<file path="src/hw/isa_pkg.sv">
// constants, encodings and helpers of the interrupt source arbiter
// assumes: single clock domain, byte-addressed Avalon-MM register window
package isa_pkg;

	localparam int NSRC  = 22;
	localparam int SRC_W = 5;

	// fixed vector table entries
	localparam logic [7:0]  VEC_NMI_PIN   = 8'h02;
	localparam logic [7:0]  VEC_WDT       = 8'h04;
	localparam logic [7:0]  VEC_MASK_BASE = 8'h06;
	localparam logic [7:0]  VEC_OPERR     = 8'h3c;
	localparam logic [7:0]  VEC_BRK       = 8'h3e;
	localparam logic [15:0] MACRO_BASE    = 16'hfe06;

	// default priority numbers of special maskable slots
	localparam int SRC_RX_ERR1  = 14;
	localparam int SRC_RX_END1  = 15;
	localparam int SRC_RX_END2  = 19;
	localparam int SRC_BUS_STOP = 21;

	// source codes reported for non-maskable and software services
	localparam logic [4:0] CODE_NMI_PIN = 5'h18;
	localparam logic [4:0] CODE_WDT     = 5'h19;
	localparam logic [4:0] CODE_OPERR   = 5'h1a;
	localparam logic [4:0] CODE_BRK     = 5'h1b;
	localparam logic [4:0] CODE_SWITCHING_BREAK_INSTR   = 5'h1c;

	// register map (byte addresses)
	localparam int         ADDR_W     = 8;
	localparam logic [7:0] REG_SRC    = 8'h00;
	localparam logic [7:0] REG_STATUS = 8'h60;
	localparam logic [7:0] REG_CTRL   = 8'h64;

	// source control word fields
	localparam int F_FLAG  = 0;
	localparam int F_MASK  = 1;
	localparam int F_LVL   = 2;
	localparam int F_MACRO = 4;
	localparam int F_CSE   = 5;
	localparam int F_BANK  = 8;
	// status fields
	localparam int S_ISR   = 0;
	localparam int S_NMI   = 4;
	localparam int S_VALID = 6;
	// control fields
	localparam int C_WDT_FIRST = 0;

	// reset values
	localparam logic       RST_MASK = 1'b1;
	localparam logic [1:0] RST_LVL  = 2'h3;

	typedef enum logic [1:0] {
		MODE_VECTORED = 2'b00,
		MODE_CONTEXT  = 2'b01,
		MODE_MACRO    = 2'b10
	} isa_mode_type;

	typedef enum logic {
		ST_IDLE  = 1'b0,
		ST_OFFER = 1'b1
	} isa_state_type;

	function automatic logic [7:0] vec_of(input logic [4:0] idx);
		vec_of = VEC_MASK_BASE + {2'h0, idx, 1'b0};
	endfunction

	function automatic logic [15:0] macro_of(input logic [4:0] idx);
		macro_of = MACRO_BASE + {10'h000, idx, 1'b0};
	endfunction

endpackage

</file>
<file path="src/hw/isa_pick.sv">
// level-first, default-priority-second picker over pending requests
// assumes: level 0 is the highest level, index 0 the highest default priority
`timescale 1ns/1ps
module isa_pick #(
	parameter int N = 22
) (
	input  wire logic [N-1:0]      req,
	input  wire logic [N-1:0][1:0] lvl,
	output logic                   found,
	output logic [4:0]             idx,
	output logic [1:0]             idx_lvl
);

	initial begin
		if (N < 1 || N > 32) begin
			$error("isa_pick: N out of range");
		end
	end

	// walk downward so that on equal level the lower index replaces
	always_comb begin
		found   = 1'b0;
		idx     = 5'h00;
		idx_lvl = 2'h3;
		for (int i = N - 1; i >= 0; i--) begin
			if (req[i] && (!found || lvl[i] <= idx_lvl)) begin
				found   = 1'b1;
				idx     = 5'(i);
				idx_lvl = lvl[i];
			end
		end
	end

endmodule

</file>
<file path="src/hw/isa_top.sv">
// interrupt source arbiter: latches, masks, ranks and offers interrupt services
// assumes: request pulses come from logic on clk; nmi_pin comes from a pin
//
// Notes on behaviour
// - maskable vectors run 06h upward, two per step
// - macro control words run 0fe06h upward, two per step
// - default priority only breaks equal-level ties
// - serial receive slots shared, mode picks meaning
// - async1 receive-error slot never uses macro service
// - bus stop slot only on two-wire variant
// - break instructions bypass enable and arbitration
// - illegal operands raise operand error interrupt
// - pin edge or watchdog overflow make nmi
// - nmi held while same or higher serviced
// - nmi outranks everything, no programmable level
// - masked source is never acknowledged
// - global enable gates vectored and context service
// - four levels, higher level nests over lower
// - macro service ignores levels and global enable
// - per source choice of vectored, context, macro
// - vectored service saves pc and psw on stack
// - macro service saves nothing, only suspends
// - nmi pin vector 2h, watchdog 4h
// - operand error vector 3ch
// - context switch selects bank, saves into it
`timescale 1ns/1ps
module isa_top #(
	parameter bit HAS_TWO_WIRE = 1'b1
) (
	input  wire logic                      clk,
	input  wire logic                      resetn,
	input  wire logic [8:0]                low_req,
	input  wire logic                      timer2_match1_req,
	input  wire logic                      timer3_match_req,
	input  wire logic                      edge_pin4_req,
	input  wire logic                      edge_pin5_req,
	input  wire logic                      conversion_done_req,
	input  wire logic                      async1_rx_error_req,
	input  wire logic                      async1_rx_end_req,
	input  wire logic                      clocked1_xfer_end_req,
	input  wire logic                      serial1_clocked_mode,
	input  wire logic                      async1_tx_end_req,
	input  wire logic                      clocked0_xfer_end_req,
	input  wire logic                      async2_rx_error_req,
	input  wire logic                      async2_rx_end_req,
	input  wire logic                      clocked2_xfer_end_req,
	input  wire logic                      serial2_clocked_mode,
	input  wire logic                      async2_tx_end_req,
	input  wire logic                      bus_stop_cond_req,
	input  wire logic                      nmi_pin,
	input  wire logic                      watchdog_overflow_req,
	input  wire logic                      vectored_break_instr,
	input  wire logic                      switching_break_instr,
	input  wire logic [2:0]                switching_break_bank,
	input  wire logic                      standby_control_bad,
	input  wire logic                      watchdog_mode_bad,
	input  wire logic                      memory_placement_bad,
	input  wire logic                      global_irq_enable,
	input  wire logic                      svc_accept,
	input  wire logic                      irq_return,
	input  wire logic                      nmi_return,
	output logic                           svc_valid,
	output logic [1:0]                     svc_mode,
	output logic [4:0]                     svc_source,
	output logic [7:0]                     svc_vector,
	output logic [15:0]                    svc_macro_addr,
	output logic [2:0]                     svc_bank,
	output logic [1:0]                     svc_level,
	output logic                           svc_save_stack,
	input  wire logic [isa_pkg::ADDR_W-1:0] avs_address,
	input  wire logic                      avs_read,
	input  wire logic                      avs_write,
	input  wire logic [31:0]               avs_writedata,
	input  wire logic [3:0]                avs_byteenable,
	output logic [31:0]                    avs_readdata,
	output logic                           avs_waitrequest
);

	localparam int N = isa_pkg::NSRC;

	initial begin
		if (N != 22) begin
			$error("isa_top: source count must be 22");
		end
	end

	typedef struct packed {
		isa_pkg::isa_state_type st;
		logic                   ack;
		logic [31:0]            rdata;
		logic [N-1:0]           flag;
		logic [N-1:0]           mask;
		logic [N-1:0]           macro;
		logic [N-1:0]           cse;
		logic [N-1:0][1:0]      lvl;
		logic [N-1:0][2:0]      bank;
		logic [3:0]             isr;
		logic [1:0]             nmi_isr;
		logic [1:0]             nmi_pend;
		logic                   op_pend;
		logic                   brk_pend;
		logic                   switching_break_instr_pend;
		logic [2:0]             switching_break_instr_bank;
		logic                   wdt_first;
		logic [2:0]             nmi_sync;
		logic [1:0]             mode;
		logic [4:0]             src;
		logic [7:0]             vec;
		logic [15:0]            maddr;
		logic [2:0]             obank;
		logic [1:0]             olvl;
		logic                   stack;
	} isa_regs_type;

	isa_regs_type q;
	isa_regs_type d;

	logic [N-1:0]      req_in;
	logic [N-1:0]      present;
	logic [N-1:0]      macro_ok;
	logic [N-1:0]      vec_cand;
	logic [N-1:0]      mac_cand;
	logic [N-1:0][1:0] zero_lvl;
	logic              vec_found;
	logic [4:0]        vec_idx;
	logic [1:0]        vec_lvl;
	logic              mac_found;
	logic [4:0]        mac_idx;
	logic              nmi_edge;
	logic              nmi_hi;
	logic [1:0]        nmi_ok;
	logic              vec_beats_isr;
	logic              bus_req;
	logic              src_hit;
	logic [4:0]        src_sel;

	// mapping of peripheral events onto default-priority slots
	always_comb begin
		req_in                        = '0;
		req_in[8:0]                   = low_req;
		req_in[9]                     = timer2_match1_req;
		req_in[10]                    = timer3_match_req;
		req_in[11]                    = edge_pin4_req;
		req_in[12]                    = edge_pin5_req;
		req_in[13]                    = conversion_done_req;
		req_in[isa_pkg::SRC_RX_ERR1]  = async1_rx_error_req;
		req_in[isa_pkg::SRC_RX_END1]  = serial1_clocked_mode ? clocked1_xfer_end_req
		                                                     : async1_rx_end_req;
		req_in[16]                    = async1_tx_end_req;
		req_in[17]                    = clocked0_xfer_end_req;
		req_in[18]                    = async2_rx_error_req;
		req_in[isa_pkg::SRC_RX_END2]  = serial2_clocked_mode ? clocked2_xfer_end_req
		                                                     : async2_rx_end_req;
		req_in[20]                    = async2_tx_end_req;
		req_in[isa_pkg::SRC_BUS_STOP] = bus_stop_cond_req & HAS_TWO_WIRE;
	end

	always_comb begin
		present                        = '1;
		present[isa_pkg::SRC_BUS_STOP] = HAS_TWO_WIRE;
		macro_ok                       = present;
		macro_ok[isa_pkg::SRC_RX_ERR1] = 1'b0;
	end

	assign zero_lvl = '0;
	assign mac_cand = q.flag & ~q.mask & q.macro & macro_ok;
	assign vec_cand = q.flag & ~q.mask & ~(q.macro & macro_ok) & present;

	// macro requests rank by default priority only
	isa_pick #(
		.N(N)
	) u_pick_macro (
		.req     (mac_cand),
		.lvl     (zero_lvl),
		.found   (mac_found),
		.idx     (mac_idx),
		.idx_lvl ()
	);

	isa_pick #(
		.N(N)
	) u_pick_vec (
		.req     (vec_cand),
		.lvl     (q.lvl),
		.found   (vec_found),
		.idx     (vec_idx),
		.idx_lvl (vec_lvl)
	);

	// a level is blocked by any in-service level at or above it
	always_comb begin
		vec_beats_isr = 1'b1;
		for (int l = 0; l < 4; l++) begin
			if (q.isr[l] && 2'(l) <= vec_lvl) begin
				vec_beats_isr = 1'b0;
			end
		end
	end

	// nmi index 0 is the pin, 1 the watchdog
	assign nmi_edge  = q.nmi_sync[1] & ~q.nmi_sync[2];
	assign nmi_hi    = q.wdt_first;
	assign nmi_ok[0] = q.nmi_pend[0] & ~q.nmi_isr[0] & ~(q.nmi_isr[1] & nmi_hi);
	assign nmi_ok[1] = q.nmi_pend[1] & ~q.nmi_isr[1] & ~(q.nmi_isr[0] & ~nmi_hi);

	assign bus_req = avs_read | avs_write;
	assign src_sel = avs_address[6:2];
	assign src_hit = ~avs_address[7] && (avs_address[1:0] == 2'h0) && (src_sel < 5'(N));

	always_comb begin
		d          = q;
		d.nmi_sync = {q.nmi_sync[1:0], nmi_pin};
		d.ack      = bus_req & ~q.ack;

		// read data captured one edge ahead of the answer
		if (avs_read && !q.ack) begin
			d.rdata = 32'h0000_0000;
			if (src_hit && present[src_sel]) begin
				d.rdata[isa_pkg::F_FLAG]           = q.flag[src_sel];
				d.rdata[isa_pkg::F_MASK]           = q.mask[src_sel];
				d.rdata[isa_pkg::F_LVL +: 2]       = q.lvl[src_sel];
				d.rdata[isa_pkg::F_MACRO]          = q.macro[src_sel];
				d.rdata[isa_pkg::F_CSE]            = q.cse[src_sel];
				d.rdata[isa_pkg::F_BANK +: 3]      = q.bank[src_sel];
			end else if (avs_address == isa_pkg::REG_STATUS) begin
				d.rdata[isa_pkg::S_ISR +: 4]       = q.isr;
				d.rdata[isa_pkg::S_NMI +: 2]       = q.nmi_isr;
				d.rdata[isa_pkg::S_VALID]          = (q.st == isa_pkg::ST_OFFER);
			end else if (avs_address == isa_pkg::REG_CTRL) begin
				d.rdata[isa_pkg::C_WDT_FIRST]      = q.wdt_first;
			end
		end

		// writes land one edge after the wait ends, on the answer edge
		if (avs_write && q.ack) begin
			if (src_hit && present[src_sel]) begin
				if (avs_byteenable[0]) begin
					d.flag[src_sel]  = avs_writedata[isa_pkg::F_FLAG];
					d.mask[src_sel]  = avs_writedata[isa_pkg::F_MASK];
					d.lvl[src_sel]   = avs_writedata[isa_pkg::F_LVL +: 2];
					d.macro[src_sel] = avs_writedata[isa_pkg::F_MACRO] & macro_ok[src_sel];
					d.cse[src_sel]   = avs_writedata[isa_pkg::F_CSE];
				end
				if (avs_byteenable[1]) begin
					d.bank[src_sel] = avs_writedata[isa_pkg::F_BANK +: 3];
				end
			end else if (avs_address == isa_pkg::REG_CTRL && avs_byteenable[0]) begin
				d.wdt_first = avs_writedata[isa_pkg::C_WDT_FIRST];
			end
		end

		// service ends: drop the highest active level or nmi
		if (irq_return) begin
			for (int l = 3; l >= 0; l--) begin
				if (q.isr[l]) begin
					d.isr = q.isr & ~(4'h1 << l);
				end
			end
		end
		if (nmi_return) begin
			if (q.nmi_isr[nmi_hi]) begin
				d.nmi_isr[nmi_hi] = 1'b0;
			end else begin
				d.nmi_isr[~nmi_hi] = 1'b0;
			end
		end

		case (q.st)
			isa_pkg::ST_IDLE: begin
				d.stack = 1'b0;
				d.olvl  = 2'h0;
				d.obank = 3'h0;
				d.maddr = 16'h0000;
				d.st    = isa_pkg::ST_OFFER;
				if (nmi_ok[nmi_hi]) begin
					d.mode  = isa_pkg::MODE_VECTORED;
					d.src   = nmi_hi ? isa_pkg::CODE_WDT : isa_pkg::CODE_NMI_PIN;
					d.vec   = nmi_hi ? isa_pkg::VEC_WDT : isa_pkg::VEC_NMI_PIN;
					d.stack = 1'b1;
				end else if (nmi_ok[~nmi_hi]) begin
					d.mode  = isa_pkg::MODE_VECTORED;
					d.src   = nmi_hi ? isa_pkg::CODE_NMI_PIN : isa_pkg::CODE_WDT;
					d.vec   = nmi_hi ? isa_pkg::VEC_NMI_PIN : isa_pkg::VEC_WDT;
					d.stack = 1'b1;
				end else if (q.op_pend) begin
					d.mode  = isa_pkg::MODE_VECTORED;
					d.src   = isa_pkg::CODE_OPERR;
					d.vec   = isa_pkg::VEC_OPERR;
					d.stack = 1'b1;
				end else if (q.brk_pend) begin
					d.mode  = isa_pkg::MODE_VECTORED;
					d.src   = isa_pkg::CODE_BRK;
					d.vec   = isa_pkg::VEC_BRK;
					d.stack = 1'b1;
				end else if (q.switching_break_instr_pend) begin
					d.mode  = isa_pkg::MODE_CONTEXT;
					d.src   = isa_pkg::CODE_SWITCHING_BREAK_INSTR;
					d.vec   = 8'h00;
					d.obank = q.switching_break_instr_bank;
				end else if (mac_found) begin
					d.mode  = isa_pkg::MODE_MACRO;
					d.src   = mac_idx;
					d.vec   = isa_pkg::vec_of(mac_idx);
					d.maddr = isa_pkg::macro_of(mac_idx);
				end else if (vec_found && vec_beats_isr && global_irq_enable) begin
					d.src  = vec_idx;
					d.olvl = vec_lvl;
					d.vec  = isa_pkg::vec_of(vec_idx);
					if (q.cse[vec_idx]) begin
						d.mode  = isa_pkg::MODE_CONTEXT;
						d.obank = q.bank[vec_idx];
					end else begin
						d.mode  = isa_pkg::MODE_VECTORED;
						d.stack = 1'b1;
					end
				end else begin
					d.st = isa_pkg::ST_IDLE;
				end
			end
			isa_pkg::ST_OFFER: begin
				if (svc_accept) begin
					d.st = isa_pkg::ST_IDLE;
					case (q.src)
						isa_pkg::CODE_NMI_PIN: begin
							d.nmi_pend[0] = 1'b0;
							d.nmi_isr[0]  = 1'b1;
						end
						isa_pkg::CODE_WDT: begin
							d.nmi_pend[1] = 1'b0;
							d.nmi_isr[1]  = 1'b1;
						end
						isa_pkg::CODE_OPERR: d.op_pend    = 1'b0;
						isa_pkg::CODE_BRK:   d.brk_pend   = 1'b0;
						isa_pkg::CODE_SWITCHING_BREAK_INSTR: d.switching_break_instr_pend = 1'b0;
						default: begin
							d.flag[q.src] = 1'b0;
							if (q.mode != isa_pkg::MODE_MACRO) begin
								d.isr[q.olvl] = 1'b1;
							end
						end
					endcase
				end
			end
			default: d.st = isa_pkg::ST_IDLE;
		endcase

		// new events win over any clear in the same cycle
		d.flag = d.flag | (req_in & present);
		if (nmi_edge) begin
			d.nmi_pend[0] = 1'b1;
		end
		if (watchdog_overflow_req) begin
			d.nmi_pend[1] = 1'b1;
		end
		if (standby_control_bad || watchdog_mode_bad || memory_placement_bad) begin
			d.op_pend = 1'b1;
		end
		if (vectored_break_instr) begin
			d.brk_pend = 1'b1;
		end
		if (switching_break_instr) begin
			d.switching_break_instr_pend = 1'b1;
			d.switching_break_instr_bank = switching_break_bank;
		end
	end

	always_ff @(posedge clk or negedge resetn) begin
		if (!resetn) begin
			q      <= '0;
			q.mask <= {N{isa_pkg::RST_MASK}};
			q.lvl  <= {N{isa_pkg::RST_LVL}};
		end else begin
			q <= d;
		end
	end

	assign svc_valid       = (q.st == isa_pkg::ST_OFFER);
	assign svc_mode        = q.mode;
	assign svc_source      = q.src;
	assign svc_vector      = q.vec;
	assign svc_macro_addr  = q.maddr;
	assign svc_bank        = q.obank;
	assign svc_level       = q.olvl;
	assign svc_save_stack  = q.stack;
	assign avs_readdata    = q.rdata;
	assign avs_waitrequest = bus_req & ~q.ack;

endmodule
</file>
<file path="config.mk">
export PLATFORM = sky130hd
export DESIGN_NAME = isa_top
export DESIGN_NICKNAME = d
export VERILOG_FILES = /design/src/hw/isa_pkg.sv /design/src/hw/isa_pick.sv /design/src/hw/isa_top.sv
export SDC_FILE = /design/constraint.sdc
export NUM_CORES = 1
export LEC_CHECK = 0
export ABC_AREA = 0
export BUFFER_PORTS_ARGS = -buffer_cell sky130_fd_sc_hd__buf_2
export CAP_MARGIN = 5
export CELL_PAD_IN_SITES_DETAIL_PLACEMENT = 1
export CELL_PAD_IN_SITES_GLOBAL_PLACEMENT = 1
export CORE_MARGIN = 2
export CORE_UTILIZATION = 30
export CTS_CLUSTER_SIZE = 28
export DETAILED_ROUTE_END_ITERATION = 8
export HOLD_SLACK_MARGIN = 0.05
export PLACE_DENSITY = 0.64
export SLEW_MARGIN = 20
export SYNTH_ARGS = -nofsm -noshare
export SYNTH_HDL_FRONTEND = slang
export SYNTH_SLANG_ARGS = --single-unit
</file>
<file path="constraint.sdc">
create_clock -name clk -period 43.4 [get_ports clk]
set_clock_uncertainty 0.2 [all_clocks]
set_input_delay 8.68 -clock clk [delete_from_list [all_inputs] [get_ports clk]]
set_output_delay 8.68 -clock clk [all_outputs]
set_load 0.03 [all_outputs]
</file>
Word level (Yosys, flattened, before mapping). Memory sizes are Yosys's and may differ from the RTL's. Cells that the tools add are included.

$add $sub $neg: 3. $mul: 0. Div/mod/pow operators: 0. $lt $le $gt $ge: 57. Eq/ne operators: 8. Shift-type cells: 0. Multiplexer cells: 250. Bitwise operators: 33. Reductions and logical operators: 170.

Operators by type and width (number): 198-bit 2-to-1 mux (2); 5-bit 2-to-1 mux (43); 132-bit 2-to-1 mux (1); 15-bit 2-to-1 mux (7); 1-bit 2-to-1 mux (97); 2-bit 2-to-1 mux (46); 22-bit AND (4); 22-bit bitwise mux (4); 21-bit 2-to-1 mux (4); 66-bit bitwise mux (1); 22-bit 2-to-1 mux (3); 66-bit 2-to-1 mux (1); 22-bit NOT (3); 1-bit logical AND (58); 44-bit bitwise mux (1); 1-bit by 2-bit less-or-equal comparator with 1-bit output (first input constant) (22); 1-bit logical OR (43); 2-bit less-or-equal comparator (21); 1-bit logical NOT (42); 16-bit 2-to-1 mux (2); 3-bit binary-select mux with 5-bit select (2); 2-bit nonzero test (15); 4-bit 2-to-1 mux (7); 3-bit 2-to-1 mux (9); 35 further kinds (83).

Register bits after elaboration: 265. Latch bits: 0. Memory bits (writable): 0. ROM bits: 64. Input bits: 88. Output and inout port bits: 71. Memories: 2.

Memory list: (name not given) (depth 32, bits a word 1, read ports 1, clocked after Yosys merged registers in 0, write ports 0, line isa_top.sv:241) `d.macro[src_sel] = avs_writedata[isa_pkg::F_MACRO] & macro_ok[src_sel];`; (name not given) (depth 32, bits a word 1, read ports 1, clocked after Yosys merged registers in 0, write ports 0, line isa_top.sv:236) `if (src_hit && present[src_sel]) begin`.

Logic depth before layout (Yosys ltp).
Depth in word-level cells: 104. Gate-level depth with buffers: 159. Mapped depth without buffers: 157.

Hierarchy. From an unflattened synthesis, not the netlist that was laid out.

Cells, all modules: 1897. Area total of the unflattened synthesis: 18994.5 um^2.

By module, submodules not included: isa_top (instances 1, cells an instance 1146, area each 14010.9 um^2, seq. area each 6438.7 um^2); isa_pick (u_pick_macro) (instances 1, cells an instance 376, area each 2496.1 um^2, seq. area each 0.0 um^2); isa_pick (u_pick_vec) (instances 1, cells an instance 375, area each 2487.4 um^2, seq. area each 0.0 um^2).

Worst setup path after synthesis. No wires, ideal clock.

Path type: flip-flop to flip-flop. Start point: register (tool-made name). End point: register q (netlist bit svc_mode[0]). Arrival: 25977 ps. Required time: 43079 ps. Path slack: 17102 ps. Cell stages (with the launch flop): 145. Buffers on the path: 1. Cells stage by stage: dfrtp_1 > or3b_2 > nor2_1 > ha_1 > nor2b_1 > o21a_1 > o21ai_0 > nand2_1 > ha_1 > nor2b_1 > o221a_2 > nand2b_1 > or2_2 > nand2_1 > ha_1 > nand2_1 > o21ai_0 > o21ai_1 > [109 not listed] > nor2b_1 > o21ai_0 > a31oi_1 > nor2_1 > mux2_2 > ha_1 > nor2b_1 > o21ai_0 > nand2_1 > nand4_1 > o21ai_1 > nand3b_1 > nand2b_1 > a2111oi_0 > nor4_1 > a31oi_1 > o21ai_0 > a22o_1.

RTL lines: end, declared (line isa_top.sv:115) `isa_regs_type q;`.

==> impl_metrics.json <==
{
  "vias": 13260,
  "dieArea_sq_mm": 0.05756,
  "drt_iter0_drc": 969,
  "synth_top_cell_by_area": "dfrtp_1",
  "cts-root-buf": "clkbuf_16",
  "cpPeakStageDelay_ps": 780,
  "overflow": 0,
  "clk_latency_ps": 590,
  "hold_viol": 0,
  "maxSlewViolCount": 0,
  "arrival_ps": 33110,
  "cts_hold_buffers": 0,
  "period_minus_slack_ps": 32790,
  "cts_resized": 0,
  "final_core_util": 0.3396,
  "ys_seq_area_frac": 0.3856,
  "fmax_mhz": 30.50,
  "crit_fanout": 27,
  "clk_path_buf_depth": 3,
  "finalCritPeriodShare": 0.7555,
  "r2r_slack_ps": 10610,
  "syn_inst": 1624,
  "required_ps": 43720,
  "grt_max_degree": 116,
  "wl_per_cell_microns": 22.96,
  "fp.dieW_microns": 239.9,
  "finish.instance_area_sq_mm": 0.01871,
  "synthFlopType": "dfrtp_1",
  "tightest_slew_ps": 1085,
  "powerDensity_mw_per_mm2": 33.43,
  "routed_via_density": 5.403,
  "synth_warnings": 0,
  "hold_path_depth": 0,
  "globalRouteMet1Util": 0.2763,
  "port_buffers": 106,
  "die_y_microns": 239.9,
  "critPathKind": "register to register",
  "finalWorstSetupSlack_ps": 10610,
  "cts_max_level": 1,
  "synth-async-reset-ratio": 1.000,
  "cts_setup_buffers": 0,
  "cpMostUsedCell": "ha_1",
  "status": "complete, no violations",
  "min_from": "d[38]",
  "slew_headroom": 0.2708,
  "rr_endpoint": "svc_bank[2]",
  "drive_gt1_frac": 0.3052,
  "globalplace.congestion": 0.8876,
  "grt_util_met2": 0.3117,
  "grt.total_usage": 0.1964,
  "synthTopCellsByArea": "dfrtp_1 28%, mux2_2 11%, dfstp_2 10%",
  "cts.clk_slew.worst_paths_ps": 60,
  "cts_tree": "done",
  "synth_edf_count": 0,
  "rsz0062_at_grt": "no",
  "wl_mm": 56.34,
  "first_global_vias": 13840,
  "antenna_left": 0,
  "grt-busiest-layer": "met2",
  "syn_avg_cell_area_sq_um": 10.28,
  "drcViolationCount": 0,
  "min_to": "d[39]",
  "grt_pass1_wl_mm": 87.00,
  "io_pins": 159,
  "endpoint_kind": "register",
  "dp_hpwl_mm": 42.44,
  "power.total_mw": 0.6256,
  "pre_cts_slack_ps": 10920,
  "area_growth_pct": 12.06,
  "numClockSinks": 254,
  "antenna_found_initial": 1,
  "initial_core_util": 0.3031,
  "slowest_stage": "nor2_4",
  "placementRows": 86,
  "maxCapViolCount": 0,
  "nNetsFinal": 1811,
  "synth-seq-cells": 254,
  "yosysTopAreaCellShare": 0.2818,
  "reg2reg_depth": 145,
  "place_area_sq_mm": 0.01766,
  "synth_cell_type_count": 93,
  "core_area_sq_mm": 0.05509,
  "setup_tns_ps": 0,
  "drt-pass1-iter-count": 5,
  "startpoint_type": "register",
  "ir_drop_v": 0.00002873,
  "grt_use_met3": 0.03352,
  "hold_class": "register to register",
  "finalSetupViolations": 0,
  "synth_area_sq_mm": 0.01670,
  "cts_made_buffers": 31,
  "p_leak_nw": 8.426
}
==> layout make-up <==
class	count	area, sq um
inverters	50	187.7
diodes	2	5.005
clock buffers	45	918.4
multi-input cells	1219	9427
well taps	748	935.9
clock inverters	13	128.9
fillers	6220	36380
repair buffers	123	670.6
flip-flops and latches	254	6439
==> worst max path at each step <==
stage              from          end  slack [ps]  depth (start not counted)
6_report       register  svc_bank[2]       10610                        145
5_1_grt        register  svc_bank[0]        7880                        146
4_1_cts        register  svc_bank[2]       10750                        145
3_5_place_dp   register  svc_bank[2]       10920                        145
3_3_place_gp   register  svc_bank[0]       11540                        145
2_1_floorplan  register  svc_mode[0]       17100                        144
==> cell usage in the layout (no fill, tap or decap), types with 27 or more instances in the layout <==
cell	count
dfrtp_1	188
o21ai_0	95
nand2_1	209
mux2i_1	82
mux2_2	170
buf_2	104
nor2_1	90
a21oi_1	47
inv_1	49
mux4_2	46
conb_1	27
clkbuf_16	31
dfstp_2	66
ha_1	44
==> worst max-delay path, delay by kind of cell (launching register included) <==
| kind | cells | cell delay, ps |
|---|---|---|
| DFF | 1 | 480 |
| muxes | 7 | 2170 |
| adders and majority gates | 21 | 5890 |
| AOI/OAI and AO/OA | 59 | 13480 |
| and+or+nand+nor | 49 | 9430 |
| buffers and inverters | 9 | 1080 |
==> where the power goes <==
part | total (mW) | switching (mW) | internal (mW)
clock network | 0.267 | 0.109 | 0.158
logic | 0.109 | 0.0748 | 0.0345
registers | 0.249 | 0.00615 | 0.243
==> cells by family (layout without fill, tap and decap cells) <==
group / count (synthesis) / after routing / synth area share
mux: 298 / 298 / 0.2259
other cells: 1 / 29 / 0.0002246
flops: 254 / 254 / 0.3856
xor+xnor: 3 / 3 / 0.001574
compound gates: 344 / 344 / 0.1431
fa+ha+maj: 44 / 44 / 0.03297
simple gates: 503 / 503 / 0.1547
buf+inv: 177 / 231 / 0.05598
==> synth_stat cells (15+ instances only) <==
master / instances
nand2b_1: 21
mux2i_1: 82
dfrtp_1: 188
nand3b_1: 19
nand2_1: 209
nor2_1: 90
nand3_1: 19
mux2_2: 170
dfstp_2: 66
mux4_2: 46
o21bai_1: 23
nor2b_1: 26
nor3_1: 20
buf_4: 68
a21oi_1: 47
o21ai_0: 95
and2_1: 15
ha_1: 44
inv_1: 49
o21a_1: 15
clkbuf_1: 43
==> per-stage QoR <==
stage	hold slack, ps	instances
floorplan	131.2	1650
global route	165.4	2452
CTS	152.3	2452
finish	147.7	2454
detailed placement	140.5	2394
global placement	132.7	2394
==> routing by layer <==
metal | vias to the layer above | routed length (microns)
met2 | 387 | 25420
met4 | 0 | 1531
li1 | 5999 | -
met3 | 87 | 3086
met5 | - | 0
met1 | 6785 | 26310
Power figures use the tool's default switching activity.
